File: src/verilog/xip_pkg.sv
// Shared constants for the external interrupt port: widths, modes and the
// controller's register map. Assumes both ends run on one clock, aclk.
package xip_pkg;

  // Link field widths and the controller's source count
  localparam int LEVEL_W = 8;
  localparam int VEC_W = 6;
  localparam int SS_W = 4;
  localparam int OFS_W = 17;
  localparam int SRC_N = 11;

  localparam logic [LEVEL_W-1:0] LEVEL_NONE = 8'h00;
  localparam logic [VEC_W-1:0] VEC_COMPAT = 6'h00;

  // Interrupt modes of the core
  typedef enum logic [1:0] {
    XIP_MODE_COMPAT = 2'b00,
    XIP_MODE_VECTORED = 2'b01,
    XIP_MODE_EXT_CTRL = 2'b10
  } xip_mode_t;

  // Controller register byte offsets (AXI4-Lite, one word each)
  localparam logic [7:0] REG_CTRL = 8'h00;
  localparam logic [7:0] REG_ENABLE = 8'h04;
  localparam logic [7:0] REG_PEND = 8'h08;
  localparam logic [7:0] REG_TAKEN = 8'h0C;

  // Field positions
  localparam int CTRL_PRESENT_BIT = 0;
  localparam int CTRL_SS_LSB = 4;
  localparam int TAKEN_VEC_LSB = 8;
  localparam int TAKEN_CNT_LSB = 16;
  localparam int SRC_TIMER = 8;
  localparam int SRC_SOFT0 = 9;

  // Reset values
  localparam logic [31:0] CTRL_RESET = 32'h0000_0000;
  localparam logic [31:0] ENABLE_RESET = 32'h0000_0000;

  localparam logic [1:0] RESP_OKAY = 2'b00;
  localparam logic [1:0] RESP_SLVERR = 2'b10;

endpackage

File: src/verilog/xip_if.sv
// Link between the core's interrupt port and the external controller.
// Assumes both ends share aclk; every signal is driven from a flip-flop.
interface xip_if (
  input logic aclk,
  input logic aresetn
);
  import xip_pkg::*;

  logic [LEVEL_W-1:0] req_level;
  logic [VEC_W-1:0] req_vector_in;
  logic [SS_W-1:0] req_shadow_set_in;
  logic [OFS_W:1] req_offset_in;
  logic ext_ctrl_present;
  logic irq_taken_ack;
  logic [LEVEL_W-1:0] taken_level_out;
  logic [VEC_W-1:0] taken_vector_out;
  logic [OFS_W:1] taken_offset_out;
  logic [1:0] soft_irq_out;
  logic timer_irq_out;

  modport core (
    input req_level, req_vector_in, req_shadow_set_in, req_offset_in, ext_ctrl_present,
    output irq_taken_ack, taken_level_out, taken_vector_out, taken_offset_out,
    output soft_irq_out, timer_irq_out
  );

  modport ctrl (
    output req_level, req_vector_in, req_shadow_set_in, req_offset_in, ext_ctrl_present,
    input irq_taken_ack, taken_level_out, taken_vector_out, taken_offset_out,
    input soft_irq_out, timer_irq_out
  );
endinterface

File: src/verilog/xip_core_end.sv
// Core end of the external interrupt port: takes interrupts from the
// controller, acknowledges those taken in controller mode and exports timer and software requests.
// Assumes the controller drives the link from aclk flip-flops.
//
// Added by the designer: the AXI4-Lite interface to the registers and the placing of the registers.
module xip_core_end
  import xip_pkg::*;
(
  // Clock and reset
  input logic aclk,
  input logic aresetn,
  // Link to the interrupt controller
  xip_if.core link,
  // Core control state
  input xip_mode_t mode,
  input logic [LEVEL_W-1:0] current_level_field,
  input logic int_enable,
  input logic [9:0] int_mask,
  input logic full_offset_sel,
  input logic exc_return,
  input logic [1:0] soft_irq_bits,
  input logic count_match,
  input logic compare_write,
  // Exception entry
  output logic exc_take,
  output logic [VEC_W-1:0] exc_vector,
  output logic [OFS_W:1] exc_offset,
  output logic [SS_W-1:0] exc_shadow_set,
  output logic [LEVEL_W-1:0] requested_level_field,
  output logic [7:0] pending_bits,
  output logic in_exception
);

  logic [7:0] pin_s1_q, pin_s2_q;
  logic [7:0] pend_q, pend_d;
  logic exl_q, exl_d;
  logic take_q, take_d;
  logic ack_q, ack_d;
  logic [LEVEL_W-1:0] tlevel_q, tlevel_d;
  logic [VEC_W-1:0] tvec_q, tvec_d;
  logic [OFS_W:1] tofs_q, tofs_d;
  logic [VEC_W-1:0] evec_q, evec_d;
  logic [OFS_W:1] eofs_q, eofs_d;
  logic [SS_W-1:0] ess_q, ess_d;
  logic [LEVEL_W-1:0] ripl_q, ripl_d;
  logic [1:0] soft_q, soft_d;
  logic timer_q, timer_d;
  logic ext_mode, allow, ext_take, compat_take;
  logic [9:0] compat_req;

  // Highest set bit wins; pin 7 sits at bit 9, the soft bits at the bottom
  function automatic logic [3:0] top_index(input logic [9:0] v);
    logic [3:0] idx;
    idx = 4'h0;
    for (int i = 0; i < 10; i++) begin
      if (v[i]) begin
        idx = 4'(i);
      end
    end
    return idx;
  endfunction

  always_comb begin
    ext_mode = (mode == XIP_MODE_EXT_CTRL) && link.ext_ctrl_present;
    allow = int_enable && !exl_q;
    // Level 0 never exceeds any current level, so it never takes
    ext_take = ext_mode && allow && (link.req_level > current_level_field);
    compat_req = {pin_s2_q, soft_q} & int_mask;
    compat_take = !ext_mode && allow && (|compat_req);
  end

  // Request lines may be asynchronous outside controller mode
  always_comb begin
    pend_d = pin_s2_q;
  end

  always_ff @(posedge aclk) begin
    if (!aresetn) begin
      pin_s1_q <= 8'h00;
      pin_s2_q <= 8'h00;
      pend_q <= 8'h00;
    end else begin
      pin_s1_q <= link.req_level;
      pin_s2_q <= pin_s1_q;
      pend_q <= pend_d;
    end
  end

  // Exception entry; a new take waits until the previous one has returned
  always_comb begin
    exl_d = exl_q;
    take_d = 1'b0;
    evec_d = evec_q;
    eofs_d = eofs_q;
    ess_d = ess_q;
    if (exl_q && exc_return) begin
      exl_d = 1'b0;
    end
    if (ext_take) begin
      exl_d = 1'b1;
      take_d = 1'b1;
      evec_d = link.req_vector_in;
      ess_d = link.req_shadow_set_in;
      eofs_d = full_offset_sel ? link.req_offset_in : '0;
    end else if (compat_take) begin
      // Compat and vectored entries ignore the vector, shadow set and offset inputs
      exl_d = 1'b1;
      take_d = 1'b1;
      eofs_d = '0;
      ess_d = '0;
      evec_d = (mode == XIP_MODE_VECTORED) ? VEC_W'(top_index(compat_req)) : VEC_COMPAT;
    end
  end

  always_ff @(posedge aclk) begin
    if (!aresetn) begin
      exl_q <= 1'b0;
      take_q <= 1'b0;
      evec_q <= '0;
      eofs_q <= '0;
      ess_q <= '0;
    end else begin
      exl_q <= exl_d;
      take_q <= take_d;
      evec_q <= evec_d;
      eofs_q <= eofs_d;
      ess_q <= ess_d;
    end
  end

  // Compat and vectored entries raise no acknowledge and leave the taken outputs alone
  always_comb begin
    ack_d = 1'b0;
    tlevel_d = tlevel_q;
    tvec_d = tvec_q;
    tofs_d = tofs_q;
    ripl_d = ripl_q;
    if (ext_take) begin
      ack_d = 1'b1;
      ripl_d = link.req_level;
      tlevel_d = link.req_level;
      tvec_d = link.req_vector_in;
      tofs_d = full_offset_sel ? link.req_offset_in : '0;
    end
  end

  always_ff @(posedge aclk) begin
    if (!aresetn) begin
      ack_q <= 1'b0;
      tlevel_q <= LEVEL_NONE;
      tvec_q <= '0;
      tofs_q <= '0;
      ripl_q <= LEVEL_NONE;
    end else begin
      ack_q <= ack_d;
      tlevel_q <= tlevel_d;
      tvec_q <= tvec_d;
      tofs_q <= tofs_d;
      ripl_q <= ripl_d;
    end
  end

  always_comb begin
    soft_d = soft_irq_bits;
    // A match in the same cycle as a compare write keeps the flag set
    timer_d = count_match ? 1'b1 : (compare_write ? 1'b0 : timer_q);
  end

  always_ff @(posedge aclk) begin
    if (!aresetn) begin
      soft_q <= 2'b00;
      timer_q <= 1'b0;
    end else begin
      soft_q <= soft_d;
      timer_q <= timer_d;
    end
  end

  assign link.irq_taken_ack = ack_q;
  assign link.taken_level_out = tlevel_q;
  assign link.taken_vector_out = tvec_q;
  assign link.taken_offset_out = tofs_q;
  assign link.soft_irq_out = soft_q;
  assign link.timer_irq_out = timer_q;
  assign exc_take = take_q;
  assign exc_vector = evec_q;
  assign exc_offset = eofs_q;
  assign exc_shadow_set = ess_q;
  assign requested_level_field = ripl_q;
  assign pending_bits = pend_q;
  assign in_exception = exl_q;

endmodule // xip_core_end

File: src/flat_wrapper.sv
// flat-port wrapper written by rule: the top's interface ports become plain ports
module xip_core_end_flat import xip_pkg::*;
  (aclk, aresetn, mode, current_level_field, int_enable, int_mask, full_offset_sel, exc_return, soft_irq_bits, count_match, compare_write, exc_take, exc_vector, exc_offset, exc_shadow_set, requested_level_field, pending_bits, in_exception, link_req_level, link_req_vector_in, link_req_shadow_set_in, link_req_offset_in, link_ext_ctrl_present, link_irq_taken_ack, link_taken_level_out, link_taken_vector_out, link_taken_offset_out, link_soft_irq_out, link_timer_irq_out);
  xip_if link_i (.aclk(aclk), .aresetn(aresetn));
  input logic aclk;
  input logic aresetn;
  input xip_mode_t mode;
  input logic [LEVEL_W-1:0] current_level_field;
  input logic int_enable;
  input logic [9:0] int_mask;
  input logic full_offset_sel;
  input logic exc_return;
  input logic [1:0] soft_irq_bits;
  input logic count_match;
  input logic compare_write;
  output logic exc_take;
  output logic [VEC_W-1:0] exc_vector;
  output logic [OFS_W:1] exc_offset;
  output logic [SS_W-1:0] exc_shadow_set;
  output logic [LEVEL_W-1:0] requested_level_field;
  output logic [7:0] pending_bits;
  output logic in_exception;
  input wire logic [$bits(link_i.req_level)-1:0] link_req_level;
  input wire logic [$bits(link_i.req_vector_in)-1:0] link_req_vector_in;
  input wire logic [$bits(link_i.req_shadow_set_in)-1:0] link_req_shadow_set_in;
  input wire logic [$bits(link_i.req_offset_in)-1:0] link_req_offset_in;
  input wire logic [$bits(link_i.ext_ctrl_present)-1:0] link_ext_ctrl_present;
  output wire logic [$bits(link_i.irq_taken_ack)-1:0] link_irq_taken_ack;
  output wire logic [$bits(link_i.taken_level_out)-1:0] link_taken_level_out;
  output wire logic [$bits(link_i.taken_vector_out)-1:0] link_taken_vector_out;
  output wire logic [$bits(link_i.taken_offset_out)-1:0] link_taken_offset_out;
  output wire logic [$bits(link_i.soft_irq_out)-1:0] link_soft_irq_out;
  output wire logic [$bits(link_i.timer_irq_out)-1:0] link_timer_irq_out;
  assign link_i.req_level = link_req_level;
  assign link_i.req_vector_in = link_req_vector_in;
  assign link_i.req_shadow_set_in = link_req_shadow_set_in;
  assign link_i.req_offset_in = link_req_offset_in;
  assign link_i.ext_ctrl_present = link_ext_ctrl_present;
  assign link_irq_taken_ack = link_i.irq_taken_ack;
  assign link_taken_level_out = link_i.taken_level_out;
  assign link_taken_vector_out = link_i.taken_vector_out;
  assign link_taken_offset_out = link_i.taken_offset_out;
  assign link_soft_irq_out = link_i.soft_irq_out;
  assign link_timer_irq_out = link_i.timer_irq_out;
  xip_core_end u_core (.aclk(aclk), .aresetn(aresetn), .link(link_i), .mode(mode), .current_level_field(current_level_field), .int_enable(int_enable), .int_mask(int_mask), .full_offset_sel(full_offset_sel), .exc_return(exc_return), .soft_irq_bits(soft_irq_bits), .count_match(count_match), .compare_write(compare_write), .exc_take(exc_take), .exc_vector(exc_vector), .exc_offset(exc_offset), .exc_shadow_set(exc_shadow_set), .requested_level_field(requested_level_field), .pending_bits(pending_bits), .in_exception(in_exception));
endmodule
File: config.mk
export PLATFORM = sky130hd
export DESIGN_NAME = xip_core_end_flat
export DESIGN_NICKNAME = d
export VERILOG_FILES = /design/src/verilog/xip_pkg.sv /design/src/verilog/xip_if.sv /design/src/verilog/xip_core_end.sv /design/src/flat_wrapper.sv
export SDC_FILE = /design/constraint.sdc
export NUM_CORES = 1
export LEC_CHECK = 0
export BUFFER_PORTS_ARGS = -buffer_cell sky130_fd_sc_hd__buf_2
export CAP_MARGIN = 10
export CORE_MARGIN = 8
export CORE_UTILIZATION = 47
export CTS_CLUSTER_SIZE = 28
export DETAILED_ROUTE_END_ITERATION = 12
export GPL_TIMING_DRIVEN = 0
export PLACE_DENSITY = 0.9
export SKIP_LAST_GASP = 1
export SYNTH_ARGS = -nofsm -noshare
export SYNTH_HDL_FRONTEND = slang
export SYNTH_SLANG_ARGS = --single-unit
File: constraint.sdc
create_clock -name aclk -period 1.9 [get_ports aclk]
set_input_delay 0.19 -clock aclk [delete_from_list [all_inputs] [get_ports aclk]]
set_output_delay 0.19 -clock aclk [all_outputs]
set_load 0.01 [all_outputs]
### Yosys cells after proc, flatten, opt, wreduce, memory -nomap -nowiden

Cells that the tools add are included.

| cells by class | value |
|---|---|
| multiplexer cells | 25 |
| reduce and logical (&&, ||, !) cells | 13 |
| equal/unequal tests | 2 |
| bitwise operators | 1 |
| order comparisons | 1 |

Operators by type and width:

| kind | count |
|---|---|
| $mux 17 | 3 |
| $mux 4 | 5 |
| $mux 3 | 4 |
| $mux 6 | 2 |
| $and 10x10->10 | 1 |
| $reduce_or 10->1 | 1 |
| $mux 1 | 9 |
| $gt 8x8->1 | 1 |
| $logic_and 1x1->1 | 7 |
| $mux 2 | 2 |
| $reduce_bool 2->1 | 2 |
| $reduce_bool 3->1 | 1 |
| $eq 2x1->1 const B | 1 |
| $eq 2x2->1 const B | 1 |
| $logic_not 1->1 | 2 |

| word-level totals | value |
|---|---|
| word-level logic and storage cells | 56 |
| output and inout bits | 80 |
| input port bits | 65 |
| bits in registers | 88 |

### Logic depth before layout (Yosys ltp)

| depth | value |
|---|---|
| word-level depth | 13 |
| gate-level depth with buffers | 10 |
| mapped depth without buffers | 7 |

### Worst setup path after synthesis

No wires, ideal clock.

| timing | value |
|---|---|
| path type | input-to-reg |
| start | input port current_level_field[3] |
| end | register u_core.evec_q[2], in the netlist u_core.exc_vector[2] |
| data required time | 1.781 ns |
| path buffers | 2 |
| data arrival time | 1.631 ns |
| stages on the path | 9 |
| setup slack | 0.151 ns |
| setup time | 0.119 ns |
| cells stage by stage | inv_1 ha_1 nand3_1 o21bai_1 and4b_1 buf_4 buf_6 o31a_1 o221a_1 |

| between the ends | value |
|---|---|
| word-level cells in the longest chain between the ends | 3 |
| elaborated cells between the ends (all ways) | 4 |
| classes of those cells | order compare: 1; mux: 1; reduce/logical: 2 |

Ends and longest elaborated chain:

| what | RTL line | RTL |
|---|---|---|
| from (decl) | flat_wrapper.sv:8 | `input logic [LEVEL_W-1:0] current_level_field;` |
| $gt 8x8->1 (*) | xip_core_end.sv:67 | `ext_take = ext_mode && allow && (link.req_level > current_level_field);` |
| $logic_and 1x1->1 (*) | xip_core_end.sv:67 |  |
| $mux 6 / $reduce_bool 2->1 (equally long branches) | -- |  |
| to (signal assigned) | xip_core_end.sv:125 | `evec_q <= evec_d;` |
| to (decl) | xip_core_end.sv:42 | `logic [VEC_W-1:0] evec_q, evec_d;` |

Mark *: on every way between the ends. The rest lies on a longest branch, timed or not.
A chain may end at the register's enable or synchronous reset.

### Final worst setup path

| timing | value |
|---|---|
| start | input port link_req_level[7] |
| end | register u_core.eofs_q, in the netlist u_core.exc_offset[16] |

| between the ends | value |
|---|---|
| word-level cells in the longest chain between the ends | 3 |
| elaborated cells between the ends (all ways) | 4 |
| classes of those cells | order compare: 1; mux: 1; reduce/logical: 2 |

Ends and longest elaborated chain:

| what | RTL line | RTL |
|---|---|---|
| from (decl) | flat_wrapper.sv:23 | `input wire logic [$bits(link_i.req_level)-1:0] link_req_level;` |
| $gt 8x8->1 (*) | xip_core_end.sv:67 |  |
| $logic_and 1x1->1 (*) | xip_core_end.sv:67 |  |
| $mux 17 / $reduce_bool 2->1 (equally long branches) | -- |  |
| to (signal assigned) | xip_core_end.sv:126 | `eofs_q <= eofs_d;` |
| to (decl) | xip_core_end.sv:43 | `logic [OFS_W:1] eofs_q, eofs_d;` |

Marks and branches as above.

==> impl_metrics.env <==
export IMPL_antenna_cells=0
export IMPL_fp_dieH_um=101.9
export IMPL_cts_tree="built"
export IMPL_n_fill_cell=628
export IMPL_cts_clk_slew_worst_paths_ns=0.09
export IMPL_reg2reg_from="u_core.in_exception$_SDFFE_PN0P_"
export IMPL_synth_cells=370
export IMPL_slew_violations=0
export IMPL_ant_nets=0
export IMPL_dieArea_um2=10380
export IMPL_syn_nets=443
export IMPL_overflow=0
export IMPL_r2r_slack_ns=0.11
export IMPL_period_share=0.9480
export IMPL_vias=3408
export IMPL_drive_gt1_frac=0.3710
export IMPL_synth_seq_cells=88
export IMPL_vdd_drop_max_mv=0.3939
export IMPL_die_w_um=101.9
export IMPL_htreeDepth=3
export IMPL_worstPathMaxFanout=10
export IMPL_drt_iter0_markers=137
export IMPL_max_slew_margin_rel=0.6121
export IMPL_hold_depth=2
export IMPL_drc_errors=0
export IMPL_dr_pass1_iters=5
export IMPL_clk_path_buf_depth=2
export IMPL_antenna_found_initial=0
export IMPL_hold_class="input pin to register"
export IMPL_hp_start="soft_irq_bits[0]"
export IMPL_leakage_nw=2.096
export IMPL_skew_ns=0.007134
export IMPL_grt_pass1_vias=3428
export IMPL_worstSetupEndpointType="register"
export IMPL_status="finished, final reports clean"
export IMPL_place_hpwl_um=8202
export IMPL_numCtsBuffers=9
export IMPL_routedWlPerCell_um=17.01
export IMPL_clock_sinks=88
export IMPL_insertion_delay_ns=0.35
export IMPL_synth_distinct_cells=41
export IMPL_worstPathArrival_ns=2.09
export IMPL_yosys_warnings=0
export IMPL_yosysSeqAreaShare=0.5081
export IMPL_slowest_delay_ns=0.52
export IMPL_netlist_area_um2=3467
export IMPL_crit_path_start_kind="input pin"
export IMPL_finalCriticalPeriod_ns=1.801
export IMPL_track_usage=0.2044
export IMPL_portBuffers=143
export IMPL_avgSynthCellArea_um2=9.370
export IMPL_worst_pin_slew_ns=0.5818
export IMPL_vias_per_cell=5.410
export IMPL_stdcell_area_um2=4592
export IMPL_layout_nets=599
export IMPL_rsz0062_at_grt="true"
export IMPL_fmax_mhz=555.2
export IMPL_coreArea_um2=7214
export IMPL_setup_viol=0
export IMPL_placed_area_um2=4307
export IMPL_start_util=0.4806
export IMPL_hold_viol_final=0
export IMPL_fin_tns_setup_ns=0
export IMPL_powerDensity_nw_per_um2=812.5
export IMPL_whs_endpoint="u_core.link.soft_irq_out[0]$_SDFF_PN0_"
export IMPL_clockRootBuffer="clkbuf_8"
export IMPL_cp_required_ns=2.19
export IMPL_critical_path_class="input pin to register"
export IMPL_grt_pass1_wl_um=16510
export IMPL_grt_max_degree=18
export IMPL_io_pins=145
export IMPL_area_growth_pct=32.44
export IMPL_reg2regPathDepth=6
export IMPL_worstPathCellList="buf_2 > ha_1 > nand3_1 > a211oi_4 > clkbuf_4 > nand4_1 > a21oi_1"
export IMPL_rows=31
export IMPL_gp_congestion=0.8888
export IMPL_worst_path_max_delay_cell="a211oi_4"
export IMPL_timing_rr_end="u_core.exc_offset[16]$_SDFFE_PN0P_"
export IMPL_wl_um=10720
export IMPL_drv_cap=0
==> cells in the final DEF, fill, tap and decap left out, types with 3 or more instances in the layout <==
master      n
buf_6       4
nand3_1    20
buf_2     147
and2_1     26
inv_1       9
nor2_1      3
nand2_1     5
ha_1        8
o211ai_1   25
o21ai_1     6
buf_4      14
nand4_1    18
clkbuf_2    4
clkbuf_1   15
a21oi_1    57
dfxtp_1    88
inv_6       4
o21ai_0    27
clkbuf_8    9
==> metal layers <==
metal  track usage  part of all wire
met1        0.2281              0.38
met2        0.3581              0.50
met3       0.04905             0.089
met4       0.09707             0.025
met5             0                 0
==> worst max-delay path, delay by kind of cell <==
family          cells  cell delay [ns]
compound gates      2             0.70
fa+ha+maj           1             0.32
simple gates        2             0.43
buf+inv             2             0.44
==> Yosys cell counts <==
cell | instances | area share
a211o_1 | 1 | 0.0025
a211oi_2 | 1 | 0.0036
a21o_1 | 2 | 0.0043
a21oi_1 | 57 | 0.082
a21oi_2 | 1 | 0.0025
a222oi_1 | 2 | 0.0058
a22o_1 | 1 | 0.0025
a22oi_1 | 4 | 0.0087
a31oi_1 | 2 | 0.0036
a32o_1 | 2 | 0.0058
and2_1 | 26 | 0.047
and3b_1 | 1 | 0.0025
and4b_1 | 1 | 0.0029
buf_2 | 7 | 0.010
buf_4 | 12 | 0.026
buf_6 | 3 | 0.0097
clkbuf_1 | 17 | 0.018
clkbuf_2 | 2 | 0.0029
dfxtp_1 | 88 | 0.51
ha_1 | 8 | 0.029
inv_1 | 9 | 0.0097
inv_2 | 1 | 0.0011
nand2_1 | 5 | 0.0054
nand2b_1 | 4 | 0.0072
nand3_1 | 20 | 0.029
nand3b_1 | 1 | 0.0022
nand4_1 | 18 | 0.032
nand4b_1 | 1 | 0.0025
nor2_1 | 3 | 0.0032
nor2b_1 | 2 | 0.0036
nor3_1 | 1 | 0.0014
nor3_2 | 1 | 0.0029
o211ai_1 | 25 | 0.054
o21a_1 | 1 | 0.0022
o21ai_0 | 29 | 0.042
o21ai_1 | 4 | 0.0058
o21bai_1 | 1 | 0.0022
o221a_1 | 1 | 0.0032
o221a_2 | 1 | 0.0032
o31a_1 | 2 | 0.0051
or3_1 | 2 | 0.0036
==> repair_timing <==
item                       in CTS  in global routing
resized for setup               5                 13
buffers inserted                1                  1
setup endpoints to repair      13                 52
hold buffers                    0                  0
pin swaps                       2                  4
==> logic make-up after synthesis <==
kind of cell,count (synthesis),share of synthesized area
fa+ha+maj,8,0.02887
flops,88,0.5081
compound gates,137,0.2393
buf+inv,51,0.07795
simple gates,86,0.1458
==> worst max-delay path by stage <==
stage | startpoint | end | slack, ns | cells after the start
finish | link_req_level[7] | u_core.exc_offset[16]$_SDFFE_PN0P_ | 0.1 | 7
global route | u_core.in_exception$_SDFFE_PN0P_ | u_core.exc_offset[10]$_SDFFE_PN0P_ | -0.01 | 6
CTS | u_core.in_exception$_SDFFE_PN0P_ | u_core.exc_shadow_set[2]$_SDFFE_PN0P_ | -0.007 | 7
detailed placement | link_req_level[6] | u_core.exc_offset[16]$_SDFFE_PN0P_ | -0.32 | 8
global placement | link_req_level[6] | u_core.exc_offset[16]$_SDFFE_PN0P_ | -0.32 | 8
floorplan | current_level_field[3] | u_core.exc_vector[2]$_SDFFE_PN0P_ | 0.15 | 9
==> power breakdown <==
group          internal, mW  switching, mW  total [mW]
Sequential             1.88         0.0191        1.90
Combinational         0.186          0.281       0.467
Clock                 0.638          0.723        1.36
==> flip-flops by register name, summed over array words and instances (netlist names) <==
signal / count
u_core.in_exception: 1
u_core.link.irq_taken_ack: 1
u_core.exc_vector: 6
u_core.link.taken_vector_out: 6
u_core.link.soft_irq_out: 2
u_core.pend_d: 8
u_core.pin_s1_q: 8
u_core.exc_shadow_set: 4
u_core.exc_offset: 17
u_core.exc_take: 1
u_core.requested_level_field: 8
u_core.pending_bits: 8
u_core.link.timer_irq_out: 1
u_core.link.taken_offset_out: 17
==> final cells by class <==
cell class | instances | area (um2) | area share
Buffer | 41 | 246.5 | 0.05368
Tap cell | 99 | 123.9 | 0.02698
Sequential cell | 88 | 1762 | 0.3837
Timing Repair Buffer | 145 | 730.7 | 0.1591
Inverter | 10 | 37.54 | 0.008174
Clock inverter | 7 | 85.08 | 0.01853
Multi-Input combinational cell | 231 | 1483 | 0.3229
Clock buffer | 9 | 123.9 | 0.02698
==> stage by stage <==
stage | hold slack [ns] | instances | total power [mW] | worst slack [ns] | util
after global placement | 0.3958 | 612 | 2.374 | -0.3168 | 0.5969
after floorplan | 0.3074 | 370 | 2.200 | 0.1507 | -
after global routing | 0.01787 | 630 | 3.882 | -0.01091 | 0.6365
after detailed placement | 0.4001 | 612 | 2.387 | -0.3188 | 0.5969
final | 0.03464 | 630 | 3.731 | 0.09872 | 0.6365
after CTS | 0.02668 | 629 | 3.727 | -0.007172 | 0.6296
Power figures use the tool's default switching activity.
